## src/iop_defines.svh

```systemverilog
// Offsets, reset values and timing counts for the I/O port block
// Assumes inclusion by bare name from design files
`ifndef IOP_DEFINES_SVH
`define IOP_DEFINES_SVH
`define IOP_OFF_L_DATA 12'h000
`define IOP_OFF_L_CFG 12'h004
`define IOP_OFF_L_PIN 12'h008
`define IOP_OFF_G_DATA 12'h00C
`define IOP_OFF_G_CFG 12'h010
`define IOP_OFF_G_PIN 12'h014
`define IOP_OFF_D_DATA 12'h018
`define IOP_OFF_I_PIN 12'h01C
`define IOP_OFF_CTRL 12'h020
`define IOP_OFF_STATUS 12'h024
`define IOP_RST_PORT 8'h00
`define IOP_RST_D 4'hF
`define IOP_G_INPUT_ONLY 8'hC0
`define IOP_HALT_BIT 7
`define IOP_CLK_DIV 10
`define IOP_RESP_OKAY 2'b00
`define IOP_RESP_SLVERR 2'b10
`endif

```

## src/iop_pkg.sv

```systemverilog
// Types shared by the I/O port block
// Assumes nothing of its surroundings
package iop_pkg;
    typedef enum logic [1:0] {
        IOP_RUN = 2'b00,
        IOP_HALT = 2'b01,
        IOP_WAKE = 2'b11
    } iop_mode_e;
    typedef logic [7:0] iop_byte_t;
endpackage : iop_pkg

```

## src/iop_ports.sv

```systemverilog
// Top of the I/O port block: L, G, D and I ports behind an AXI4-Lite slave
// Assumes pins synchronous to clk_in; board resolves pin levels from enables
// Notes on behaviour
// - The L port has eight pins each with its own data and config bit.
// - Config/data 00 is floating input, 01 pulled-up input, 10 drives low, 11 drives high.
// - Each eight-bit port has a data, a config and a pin-read location.
// - The G port has bidirectional bits 0 to 5 and input-only bits 6 and 7.
// - G bits 0 to 5 use the same config and data encoding as the L port.
// - Writing one to config bits 6 or 7 of G has no effect; those pins stay inputs.
// - Config bits 6 and 7 of G always read zero.
// - Setting G data bit 7 puts the device into halt.
// - The G bit 7 pin is a normal input and also the continue input that ends halt.
// - G alternates: bit 0 interrupt in, 3 timer, 4 serial out, 5 serial clock, 6 serial in; the block has no serial out, so bit 4 stays plain.
// - G bits 1 and 2 are plain general-purpose pins only.
// - With the crystal option G bit 7 is the oscillator output, else input and restart.
// - The four-bit D output port is driven all high while reset is low.
// - The four-bit I input port is readable high-impedance inputs.
// - The instruction cycle is the input clock divided by ten.
//
// The register addresses and the AXI4-Lite slave port are this design's own decisions.
`timescale 1ns/1ps
`default_nettype none
`include "iop_defines.svh"
module iop_ports
    import iop_pkg::*;
#(
    parameter int DIV = `IOP_CLK_DIV,
    parameter bit CRYSTAL_OPT = 1'b0
) (
    input wire logic clk_in,
    input wire logic nrst_in,
    input wire logic [11:0] s_axi_awaddr_in,
    input wire logic s_axi_awvalid_in,
    output logic s_axi_awready_out,
    input wire logic [31:0] s_axi_wdata_in,
    input wire logic [3:0] s_axi_wstrb_in,
    input wire logic s_axi_wvalid_in,
    output logic s_axi_wready_out,
    output logic [1:0] s_axi_bresp_out,
    output logic s_axi_bvalid_out,
    input wire logic s_axi_bready_in,
    input wire logic [11:0] s_axi_araddr_in,
    input wire logic s_axi_arvalid_in,
    output logic s_axi_arready_out,
    output logic [31:0] s_axi_rdata_out,
    output logic [1:0] s_axi_rresp_out,
    output logic s_axi_rvalid_out,
    input wire logic s_axi_rready_in,
    input wire logic [7:0] l_pin_in,
    output logic [7:0] l_pin_out,
    output logic [7:0] l_pin_oe_n_out,
    output logic [7:0] l_pull_up_out,
    input wire logic [7:0] g_pin_in,
    output logic [5:0] g_pin_out,
    output logic [5:0] g_pin_oe_n_out,
    output logic [5:0] g_pull_up_out,
    output logic [3:0] d_port_out,
    input wire logic [3:0] i_port_in,
    input wire logic osc_in,
    output logic oscillator_output_out,
    output logic external_interrupt_out,
    output logic timer_io_in_out,
    output logic serial_in_out,
    output logic serial_clock_in_out,
    output logic halt_out,
    output logic instr_tick_out
);
    iop_byte_t l_data_reg, l_cfg_reg, g_data_reg, g_cfg_reg;
    logic [3:0] d_reg;
    iop_mode_e mode_reg, mode_next;
    logic [3:0] div_reg;
    logic tick_reg;
    logic aw_full_reg, w_full_reg;
    logic [11:0] aw_addr_reg;
    logic [31:0] w_data_reg;
    logic [3:0] w_strb_reg;
    logic bvalid_reg, rvalid_reg;
    logic [1:0] bresp_reg, rresp_reg;
    logic [31:0] rdata_reg;
    logic [7:0] l_level, g_level_raw;
    logic [7:0] g_level;
    logic [7:0] g_in_reg;
    logic [3:0] i_reg;
    logic [7:0] g_oe_full, g_pin_full, g_pull_full;

    function automatic logic [31:0] byte_word(input logic [7:0] b);
        byte_word = {24'h0000_00, b};
    endfunction : byte_word

    // Write channel capture, either order
    wire do_write = aw_full_reg && w_full_reg && !bvalid_reg;
    wire aw_take = s_axi_awvalid_in && !aw_full_reg;
    wire w_take = s_axi_wvalid_in && !w_full_reg;
    wire wr_l_data = do_write && aw_addr_reg == `IOP_OFF_L_DATA && w_strb_reg[0];
    wire wr_l_cfg = do_write && aw_addr_reg == `IOP_OFF_L_CFG && w_strb_reg[0];
    wire wr_g_data = do_write && aw_addr_reg == `IOP_OFF_G_DATA && w_strb_reg[0];
    wire wr_g_cfg = do_write && aw_addr_reg == `IOP_OFF_G_CFG && w_strb_reg[0];
    wire wr_d = do_write && aw_addr_reg == `IOP_OFF_D_DATA && w_strb_reg[0];
    wire wr_hit = aw_addr_reg == `IOP_OFF_L_DATA || aw_addr_reg == `IOP_OFF_L_CFG ||
                  aw_addr_reg == `IOP_OFF_G_DATA || aw_addr_reg == `IOP_OFF_G_CFG ||
                  aw_addr_reg == `IOP_OFF_D_DATA;
    wire [7:0] wbyte = w_data_reg[7:0];
    wire [7:0] g_cfg_masked = wbyte & ~`IOP_G_INPUT_ONLY;
    wire halt_set = wr_g_data && wbyte[`IOP_HALT_BIT];
    wire wake_pin = CRYSTAL_OPT ? 1'b0 : g_level[7];

    // Read decode
    wire rd_take = s_axi_arvalid_in && !rvalid_reg;
    wire [11:0] ra = s_axi_araddr_in;
    wire rd_hit = ra == `IOP_OFF_L_DATA || ra == `IOP_OFF_L_CFG || ra == `IOP_OFF_L_PIN ||
                  ra == `IOP_OFF_G_DATA || ra == `IOP_OFF_G_CFG || ra == `IOP_OFF_G_PIN ||
                  ra == `IOP_OFF_D_DATA || ra == `IOP_OFF_I_PIN || ra == `IOP_OFF_CTRL ||
                  ra == `IOP_OFF_STATUS;
    wire [31:0] rd_mux =
        ra == `IOP_OFF_L_DATA ? byte_word(l_data_reg) :
        ra == `IOP_OFF_L_CFG ? byte_word(l_cfg_reg) :
        ra == `IOP_OFF_L_PIN ? byte_word(l_level) :
        ra == `IOP_OFF_G_DATA ? byte_word(g_data_reg) :
        ra == `IOP_OFF_G_CFG ? byte_word(g_cfg_reg & ~`IOP_G_INPUT_ONLY) :
        ra == `IOP_OFF_G_PIN ? byte_word(g_level) :
        ra == `IOP_OFF_D_DATA ? {28'h000_0000, d_reg} :
        ra == `IOP_OFF_I_PIN ? {28'h000_0000, i_reg} :
        ra == `IOP_OFF_CTRL ? {31'h0000_0000, CRYSTAL_OPT} :
        ra == `IOP_OFF_STATUS ? {30'h0000_0000, mode_reg} : 32'h0000_0000;

    // Input-only G bits never drive
    assign g_level = {g_in_reg[7:6], g_level_raw[5:0]};

    iop_pin_cell #(.WIDTH(8)) u_l_cells (
        .clk_in(clk_in),
        .nrst_in(nrst_in),
        .cfg_in(l_cfg_reg),
        .data_in(l_data_reg),
        .pin_in(l_pin_in),
        .pin_out(l_pin_out),
        .pin_oe_n_out(l_pin_oe_n_out),
        .pull_up_out(l_pull_up_out),
        .level_out(l_level)
    );
    iop_pin_cell #(.WIDTH(8)) u_g_cells (
        .clk_in(clk_in),
        .nrst_in(nrst_in),
        .cfg_in(g_cfg_reg & ~`IOP_G_INPUT_ONLY),
        .data_in(g_data_reg),
        .pin_in(g_pin_in),
        .pin_out(g_pin_full),
        .pin_oe_n_out(g_oe_full),
        .pull_up_out(g_pull_full),
        .level_out(g_level_raw)
    );
    assign g_pin_out = g_pin_full[5:0];
    assign g_pin_oe_n_out = g_oe_full[5:0];
    assign g_pull_up_out = g_pull_full[5:0];

    // Halt mode sequencing
    always_comb begin
        mode_next = mode_reg;
        case (mode_reg)
            IOP_RUN: if (halt_set) mode_next = IOP_HALT;
            IOP_HALT: if (wake_pin) mode_next = IOP_WAKE;
            IOP_WAKE: mode_next = IOP_RUN;
            default: mode_next = IOP_RUN;
        endcase
    end

    // Port registers
    always_ff @(posedge clk_in) begin
        if (!nrst_in) begin
            l_data_reg <= `IOP_RST_PORT;
            l_cfg_reg <= `IOP_RST_PORT;
            g_data_reg <= `IOP_RST_PORT;
            g_cfg_reg <= `IOP_RST_PORT;
            d_reg <= `IOP_RST_D;
            mode_reg <= IOP_RUN;
        end else begin
            if (wr_l_data) l_data_reg <= wbyte;
            if (wr_l_cfg) l_cfg_reg <= wbyte;
            if (wr_g_cfg) g_cfg_reg <= g_cfg_masked;
            if (wr_g_data) g_data_reg <= wbyte;
            else if (mode_reg == IOP_WAKE) g_data_reg[`IOP_HALT_BIT] <= 1'b0;
            if (wr_d) d_reg <= wbyte[3:0];
            mode_reg <= mode_next;
        end
    end

    // Input sampling and alternate functions
    always_ff @(posedge clk_in) begin
        if (!nrst_in) begin
            g_in_reg <= 8'h00;
            i_reg <= 4'h0;
            d_port_out <= `IOP_RST_D;
            external_interrupt_out <= 1'b0;
            timer_io_in_out <= 1'b0;
            serial_in_out <= 1'b0;
            serial_clock_in_out <= 1'b0;
            oscillator_output_out <= 1'b0;
            halt_out <= 1'b0;
        end else begin
            g_in_reg <= g_pin_in;
            i_reg <= i_port_in;
            d_port_out <= d_reg;
            external_interrupt_out <= g_level[0];
            timer_io_in_out <= g_level[3];
            serial_clock_in_out <= g_level[5];
            serial_in_out <= g_level[6];
            oscillator_output_out <= CRYSTAL_OPT ? ~osc_in : 1'b0;
            halt_out <= mode_next == IOP_HALT;
        end
    end

    // Instruction cycle divider, stopped in halt
    always_ff @(posedge clk_in) begin
        if (!nrst_in) begin
            div_reg <= 4'h0;
            tick_reg <= 1'b0;
        end else if (mode_next == IOP_HALT) begin
            tick_reg <= 1'b0;
        end else begin
            tick_reg <= div_reg == 4'(DIV - 1);
            div_reg <= div_reg == 4'(DIV - 1) ? 4'h0 : div_reg + 4'h1;
        end
    end
    assign instr_tick_out = tick_reg;

    // AXI4-Lite write side
    always_ff @(posedge clk_in) begin
        if (!nrst_in) begin
            aw_full_reg <= 1'b0;
            w_full_reg <= 1'b0;
            aw_addr_reg <= 12'h000;
            w_data_reg <= 32'h0000_0000;
            w_strb_reg <= 4'h0;
            bvalid_reg <= 1'b0;
            bresp_reg <= `IOP_RESP_OKAY;
        end else begin
            if (aw_take) begin
                aw_full_reg <= 1'b1;
                aw_addr_reg <= {s_axi_awaddr_in[11:2], 2'b00};
            end
            if (w_take) begin
                w_full_reg <= 1'b1;
                w_data_reg <= s_axi_wdata_in;
                w_strb_reg <= s_axi_wstrb_in;
            end
            if (do_write) begin
                aw_full_reg <= 1'b0;
                w_full_reg <= 1'b0;
                bvalid_reg <= 1'b1;
                bresp_reg <= wr_hit ? `IOP_RESP_OKAY : `IOP_RESP_SLVERR;
            end else if (bvalid_reg && s_axi_bready_in) begin
                bvalid_reg <= 1'b0;
            end
        end
    end

    // AXI4-Lite read side
    always_ff @(posedge clk_in) begin
        if (!nrst_in) begin
            rvalid_reg <= 1'b0;
            rdata_reg <= 32'h0000_0000;
            rresp_reg <= `IOP_RESP_OKAY;
        end else if (rd_take) begin
            rvalid_reg <= 1'b1;
            rdata_reg <= rd_mux;
            rresp_reg <= rd_hit ? `IOP_RESP_OKAY : `IOP_RESP_SLVERR;
        end else if (rvalid_reg && s_axi_rready_in) begin
            rvalid_reg <= 1'b0;
        end
    end

    assign s_axi_awready_out = !aw_full_reg;
    assign s_axi_wready_out = !w_full_reg;
    assign s_axi_bvalid_out = bvalid_reg;
    assign s_axi_bresp_out = bresp_reg;
    assign s_axi_arready_out = !rvalid_reg;
    assign s_axi_rvalid_out = rvalid_reg;
    assign s_axi_rdata_out = rdata_reg;
    assign s_axi_rresp_out = rresp_reg;
endmodule : iop_ports
`default_nettype wire

```

## src/iop_pin_cell.sv

```systemverilog
// One bidirectional port pin cell: config and data decode to drive and pull
// Assumes pin levels are synchronous to clk_in
`timescale 1ns/1ps
`default_nettype none
module iop_pin_cell #(
    parameter int WIDTH = 8
) (
    input wire logic clk_in,
    input wire logic nrst_in,
    input wire logic [WIDTH-1:0] cfg_in,
    input wire logic [WIDTH-1:0] data_in,
    input wire logic [WIDTH-1:0] pin_in,
    output logic [WIDTH-1:0] pin_out,
    output logic [WIDTH-1:0] pin_oe_n_out,
    output logic [WIDTH-1:0] pull_up_out,
    output logic [WIDTH-1:0] level_out
);
    logic [WIDTH-1:0] oe_n_next;
    logic [WIDTH-1:0] pull_next;
    // Config selects push-pull, data picks level or pull-up
    assign oe_n_next = ~cfg_in;
    assign pull_next = ~cfg_in & data_in;
    always_ff @(posedge clk_in) begin
        if (!nrst_in) begin
            pin_out <= '0;
            pin_oe_n_out <= '1;
            pull_up_out <= '0;
            level_out <= '0;
        end else begin
            pin_out <= data_in;
            pin_oe_n_out <= oe_n_next;
            pull_up_out <= pull_next;
            level_out <= pin_in;
        end
    end
endmodule : iop_pin_cell
`default_nettype wire

```

## config.mk

```make
export PLATFORM = sky130hd
export DESIGN_NAME = iop_ports
export DESIGN_NICKNAME = d
export VERILOG_FILES = /design/src/iop_pkg.sv /design/src/iop_ports.sv /design/src/iop_pin_cell.sv
export VERILOG_INCLUDE_DIRS = /design/src /design/src/src
export SDC_FILE = /design/constraint.sdc
export NUM_CORES = 1
export LEC_CHECK = 0
export BUFFER_PORTS_ARGS = -buffer_cell sky130_fd_sc_hd__buf_2
export CORE_ASPECT_RATIO = 0.5
export CORE_MARGIN = 5
export CORE_UTILIZATION = 35
export DETAILED_ROUTE_END_ITERATION = 7
export SLEW_MARGIN = 20
export SYNTH_ARGS = -nofsm -noshare
export SYNTH_HDL_FRONTEND = slang
export SYNTH_SLANG_ARGS = --single-unit
export TNS_END_PERCENT = 10
```

## constraint.sdc

```tcl
create_clock -name clk_in -period 3.75 [get_ports clk_in]
set_input_delay 0.1875 -clock clk_in [delete_from_list [all_inputs] [get_ports clk_in]]
set_output_delay 0.1875 -clock clk_in [all_outputs]
set_load 0.02 [all_outputs]
```

# Word-level counts from Yosys, hierarchy flattened
# Cells that the tools add are included.
dict set report op_classes {
  n_reduce_logical 43
  bitwise_logic 5
  n_addsub 1
  mux 22
  eq_ne 17
}
# operator count
set op_table {}
lappend op_table {{$eq 12x5->1 const B} 4}
lappend op_table {{$mux 8} 6}
lappend op_table {{$eq 12x4->1 const B} 2}
lappend op_table {{$eq 12x6->1 const B} 2}
lappend op_table {{$logic_not 12->1} 2}
lappend op_table {{$eq 10x3->1 const B} 2}
lappend op_table {{$logic_and 1x1->1} 18}
lappend op_table {{$logic_or 1x1->1} 13}
lappend op_table {{$eq 12x3->1 const B} 1}
lappend op_table {{$mux 2} 6}
lappend op_table {{$mux 4} 3}
lappend op_table {{$eq 10x1->1 const B} 1}
lappend op_table {{$eq 10x2->1 const B} 1}
lappend op_table {{$and 8x8->8} 1}
lappend op_table {{$not 8->8} 1}
lappend op_table {{$and 6x6->6} 1}
lappend op_table {{$mux 1} 6}
lappend op_table {{$not 6->6} 1}
lappend op_table {{$reduce_bool 2->1} 3}
lappend op_table {{$add 4x1->4 const B} 1}
lappend op_table {{$eq 2x1->1 const B} 2}
lappend op_table {{$eq 4x4->1 const B} 1}
lappend op_table {{$logic_not 1->1} 4}
lappend op_table {{$pmux 2 s2} 1}
lappend op_table {{4 further kinds} 5}
dict set report word_totals {
  elab_cells 122
  in_bits 88
  regBits 171
}

# Logic depth before layout (Yosys ltp)
dict set report depth {
  word_depth 11
  mapped_depth 7
  ltp_nobuf 5
}

# By module
# Synthesis repeated with hierarchy kept, for this count alone.
dict set report unflattened {
  hier_cells 612
  hier_area_um2 5889.4
}
# module n_inst seq_area_each_um2 area_per_inst_um2 cells_each
set by_module_without_submodules {}
lappend by_module_without_submodules {iop_ports 1 1781.7 4177.8 478}
lappend by_module_without_submodules {iop_pin_cell 2 640.6 855.8 67}

# Least setup slack after synthesis
# No wires, ideal clock.
dict set report synth_timing {
  kind {register -> register}
  from {register aw_addr_reg[7]}
  to {register d_reg[0]}
  required_ns 3.629
  path_buffers 0
  synth_period_minus_slack_ns 1.930
  arrival_time_ns 1.809
  stages_incl_launch_ff 6
  path_slack_ns 1.820
  setup_time_ns 0.121
  path_cell_list {dfxtp_1 or4_4 nor2_1 nand4_1 nor2_2 mux2_2}
}
dict set report synth_between {
  elab_chain_cells 3
}
# item line
set synth_lines {}
lappend synth_lines {{from (decl)} iop_ports.sv:74} ;# logic [11:0] aw_addr_reg;
lappend synth_lines {{from (signal assigned)} iop_ports.sv:238} ;# aw_addr_reg <= {s_axi_awaddr_in[11:2], 2'b00};
lappend synth_lines {{$eq 10x3->1 (no source line)} n/a}
lappend synth_lines {{$logic_and 1x1->1 (no source line)} n/a}
lappend synth_lines {{$logic_and 1x1->1} iop_ports.sv:98} ;# wire wr_d = do_write && aw_addr_reg == `IOP_OFF_D_DATA && w_strb_reg[0];
lappend synth_lines {{to (signal assigned)} iop_ports.sv:173} ;# d_reg <= `IOP_RST_D;
lappend synth_lines {{to (signal assigned)} iop_ports.sv:181} ;# if (wr_d) d_reg <= wbyte[3:0];
lappend synth_lines {{to (decl)} iop_ports.sv:69} ;# logic [3:0] d_reg;
# Every way passes these cells.
# A chain may end at the register's enable or synchronous reset.

# Worst setup path after layout
dict set report layout_timing {
  from {register aw_addr_reg[7]}
  to {register div_reg[2]}
}
dict set report layout_between {
  elab_chain_cells 7
}
# item line
set layout_lines {}
lappend layout_lines {{$eq 10x2->1 (no source line)} n/a}
lappend layout_lines {{$logic_and 1x1->1 (no source line)} n/a}
lappend layout_lines {{$logic_and 1x1->1} iop_ports.sv:96} ;# wire wr_g_data = do_write && aw_addr_reg == `IOP_OFF_G_DATA && w_strb_reg[0];
lappend layout_lines {{$logic_and 1x1->1} iop_ports.sv:104} ;# wire halt_set = wr_g_data && wbyte[`IOP_HALT_BIT];
lappend layout_lines {{$mux 2} iop_ports.sv:159} ;# IOP_RUN: if (halt_set) mode_next = IOP_HALT;
lappend layout_lines {{$pmux 2 s2} iop_ports.sv:158} ;# case (mode_reg)
lappend layout_lines {{$eq 2x1->1} iop_ports.sv:216} ;# end else if (mode_next == IOP_HALT) begin
lappend layout_lines {{to (signal assigned)} iop_ports.sv:220} ;# div_reg <= div_reg == 4'(DIV - 1) ? 4'h0 : div_reg + 4'h1;
lappend layout_lines {{to (decl)} iop_ports.sv:71} ;# logic [3:0] div_reg;
# Every way passes these cells.

==> metrics.md <==
| Metric | Value |
|---|---|
| Worst Clk Skew | 9.35 ps |
| Met2 Routed Length | 6.75 mm |
| Status | finished, final reports clean |
| CTS buffer count | 17 |
| Critical path's largest stage delay | 730 ps |
| Hold WC Path Type | in2reg |
| Max Used Layer | met4 |
| Max_slew headroom | 0.475 |
| Leakage | 2.90 nW |
| RSZ-0062 raised after global routing | no |
| Worst slack at placement | 1440 ps |
| Maximum vdd drop | 0.288 mV |
| Crit path max fanout | 10 |
| Row Count | 32 |
| Final min period | 2320 ps |
| Cell Chain, Critical Path | or4_4, nor4_4, nand4_2, a31oi_2, mux2i_1 |
| Flop pwr share | 0.460 |
| Async S/R FF share, synth | 0 |
| WP buf/inv | 0 |
| Top post-synthesis cells by count | dfxtp_1, nand2_1, a21oi_1, and2_1, nor2_1 |
| Met3 routed WL | 1.25 mm |
| Final Non-Filler Cells | 954 |
| Net switching power | 0.000836 W |
| Vias | 4539 |
| Skew-Pair Late Insertion Delay | 410 ps |
| Port Buffers | 124 |
| Vias/cell | 4.76 |
| Final HPWL DP | 10.9 mm |
| Gate power share | 0.068 |
| EDFF count, synth | 0 |
| Clk buf depth | 2 |
| Top Family by Delay on Critical Path | simple AND/OR/NAND/NOR gates |
| Top-count cell post-synth | dfxtp_1 |
| Critical Path End Type | flip-flop |
| Period utilisation layout | 0.618 |
| M1 WL | 6.69 mm |
| Initial antenna violation count | 0 |
| Clk root buf | clkbuf_16 |
| Core ar. | 0.0155 sq mm |
| First-pass GRT wire length | 23.5 mm |
| Cells after synthesis | 600 |
| Wire per inst | 15.5 microns |
| Setup CP Type | reg2reg |
| # Post-CTS Setup Buffers | 0 |
| First DRT Iteration DRCs | 242 |
| Crit path required time | 4090 ps |
| MaxCap Viol Count | 0 |
| TritonRoute pass-1 iters | 4 |
| Pwr dens | 497 mW/mm^2 |
| Boundary pin count | 182 |
| CTS clk-pin slew, worst paths | 60 ps |
| Initial Utilization | 0.359 |
| Setup crit start kind | flip-flop |
| Clk sink count | 145 |
| Sequential element share of the synthesized area | 0.522 |
| Max Slew Vio Count | 0 |
| FMAX | 0.431 GHz |
| Yosys warns | 0 |
| Die H | 99.1 microns |
| Overall Power | 0.00350 W |
| Die width | 188 microns |
| Vias in the first global route | 4459 |
| NumNets Final | 826 |
| Final ANT Viol Nets | 0 |
| Mean Syn Cell Area | 9.26 sq um |
| Ys flop type | dfxtp_1 |
| Drt total wl | 14.8 mm |
| Synth area leader | dfxtp_1 |
| H-tree level count | 4 |
| Layout area overhead | 26.7% |
| GRT Total Usage | 0.158 |
| GP Congestion | 0.886 |
| Placed cells | 900 |
| Post-Route Setup TNS | 0 ps |
| Die area | 0.0186 sq mm |
| Worst path arrival time | 2660 ps |
| Layout cells sized above 1 | 0.233 |
| DRC viols | 0 |
| Ant diodes | 0 |
| Synth area leaders | dfxtp_1, nand2_1, mux2i_1 |
| Mapped Area | 0.00556 sq mm |
| Largest register FFs | 10 |
| # setup viols final | 0 |
| Clock power frac | 0.472 |
| Final Hold Fails | 0 |
| Net Sw Frac | 0.239 |
| Flops & latches, synth | 145 |
| Critical Path Slowest Stage Cell | nor4_4 |
| Fin worst setup slack | 1430 ps |
| Largest net degree at the start of global routing | 80 |
| Unique masters post-synth | 56 |
| Total grt overflow | 0 |
| CTS tree | yes |
| Worst Max-Slew Pin Slew | 782 ps |
| Pint | 0.00266 W |
| Top-area cell type share of the netlist area | 0.522 |
| Fillers | 1509 |
| Util after Layout | 0.454 |
[logic make-up after synthesis]
family | synth area share
compound gates | 0.102
buf+inv | 0.0619
flops | 0.522
mux | 0.0761
other cells | 0.000675
simple gates | 0.237
[per-stage QoR]
| step | instance area, sq um | hold slack, ps |
|---|---|---|
| 2_1_floorplan | 5650 | 315 |
| 3_5_place_dp | 6230 | 397 |
| 4_1_cts | 7040 | 3.33 |
| 3_3_place_gp | 6230 | 395 |
| 6_report | 7040 | 14.2 |
| 5_1_grt | 7040 | 14.4 |
[final timing paths]
check,startpoint,to,slack [ps],depth (start not counted)
min reg2reg,l_cfg_reg[6],u_l_cells.pin_oe_n_out[6],420,1
min,s_axi_wdata_in[7],w_data_reg[7],10,3
max,aw_addr_reg[7],div_reg[2],1430,5
max reg2reg,aw_addr_reg[7],div_reg[2],1430,5
[worst register-to-register path, stage by stage, from the launching register on]
cell	delay, ps
dfxtp_1	310
or4_4	550
nor4_4	740
nand4_2	220
a31oi_2	240
mux2i_1	200
[placed cells by master, fill, tap and decap left out, types with 2 or more instances in the layout]
cell type / instances
a211oi_1: 3
a21oi_1: 45
a31oi_1: 4
a32o_1: 2
and2_1: 39
buf_2: 124
buf_4: 2
bufinv_16: 2
clkbuf_16: 17
clkinv_2: 2
clkinv_4: 4
clkinvlp_4: 3
conb_1: 27
dfxtp_1: 145
dlygate4sd3_1: 23
inv_1: 7
mux2_2: 8
mux2i_1: 31
nand2_1: 93
nand2b_1: 17
nand3_1: 14
nand3b_1: 3
nand4_1: 5
nor2_1: 39
nor2b_1: 22
nor3_1: 6
nor3b_1: 2
nor4_1: 3
o2111ai_1: 2
o211ai_1: 3
o21ai_0: 16
o221ai_1: 2
o22ai_1: 2
o31ai_1: 3
or3_1: 2
[power by group through the flow]
stage | registers, W | clock network, W | logic (W)
2_1_floorplan | 0.00163 | 0 | 0.000170
3_3_place_gp | 0.00164 | 0 | 0.000216
3_5_place_dp | 0.00164 | 0 | 0.000219
6_report | 0.00161 | 0.00165 | 0.000238
5_1_grt | 0.00161 | 0.00176 | 0.000263
4_1_cts | 0.00161 | 0.00169 | 0.000238
[what timing repair did]
action                                  in CTS  in global routing
gates resized for setup                      0                  0
hold buffers                                23                  0
endpoints found under the setup margin       0                  0
endpoints found under the hold margin       23                  0
[final cells by class]
| type | count | area [sq um] | share of cell area |
|---|---|---|---|
| repair buffers | 149 | 866 | 0.123 |
| clock buffers | 19 | 443 | 0.0629 |
| inverters | 8 | 30.0 | 0.00427 |
| multi-input cells | 417 | 2410 | 0.342 |
| clock inverters | 12 | 136 | 0.0194 |
| well taps | 204 | 255 | 0.0363 |
| flip-flops and latches | 145 | 2900 | 0.412 |
[per-layer routing]
layer | up-vias | GRT usage
met1 | 2131 | 0.211
met2 | 140 | 0.252
met5 | - | 0
met4 | 0 | 0.0502
li1 | 2261 | -
met3 | 7 | 0.0414
Note: power is estimated with default switching activity, not from simulation.
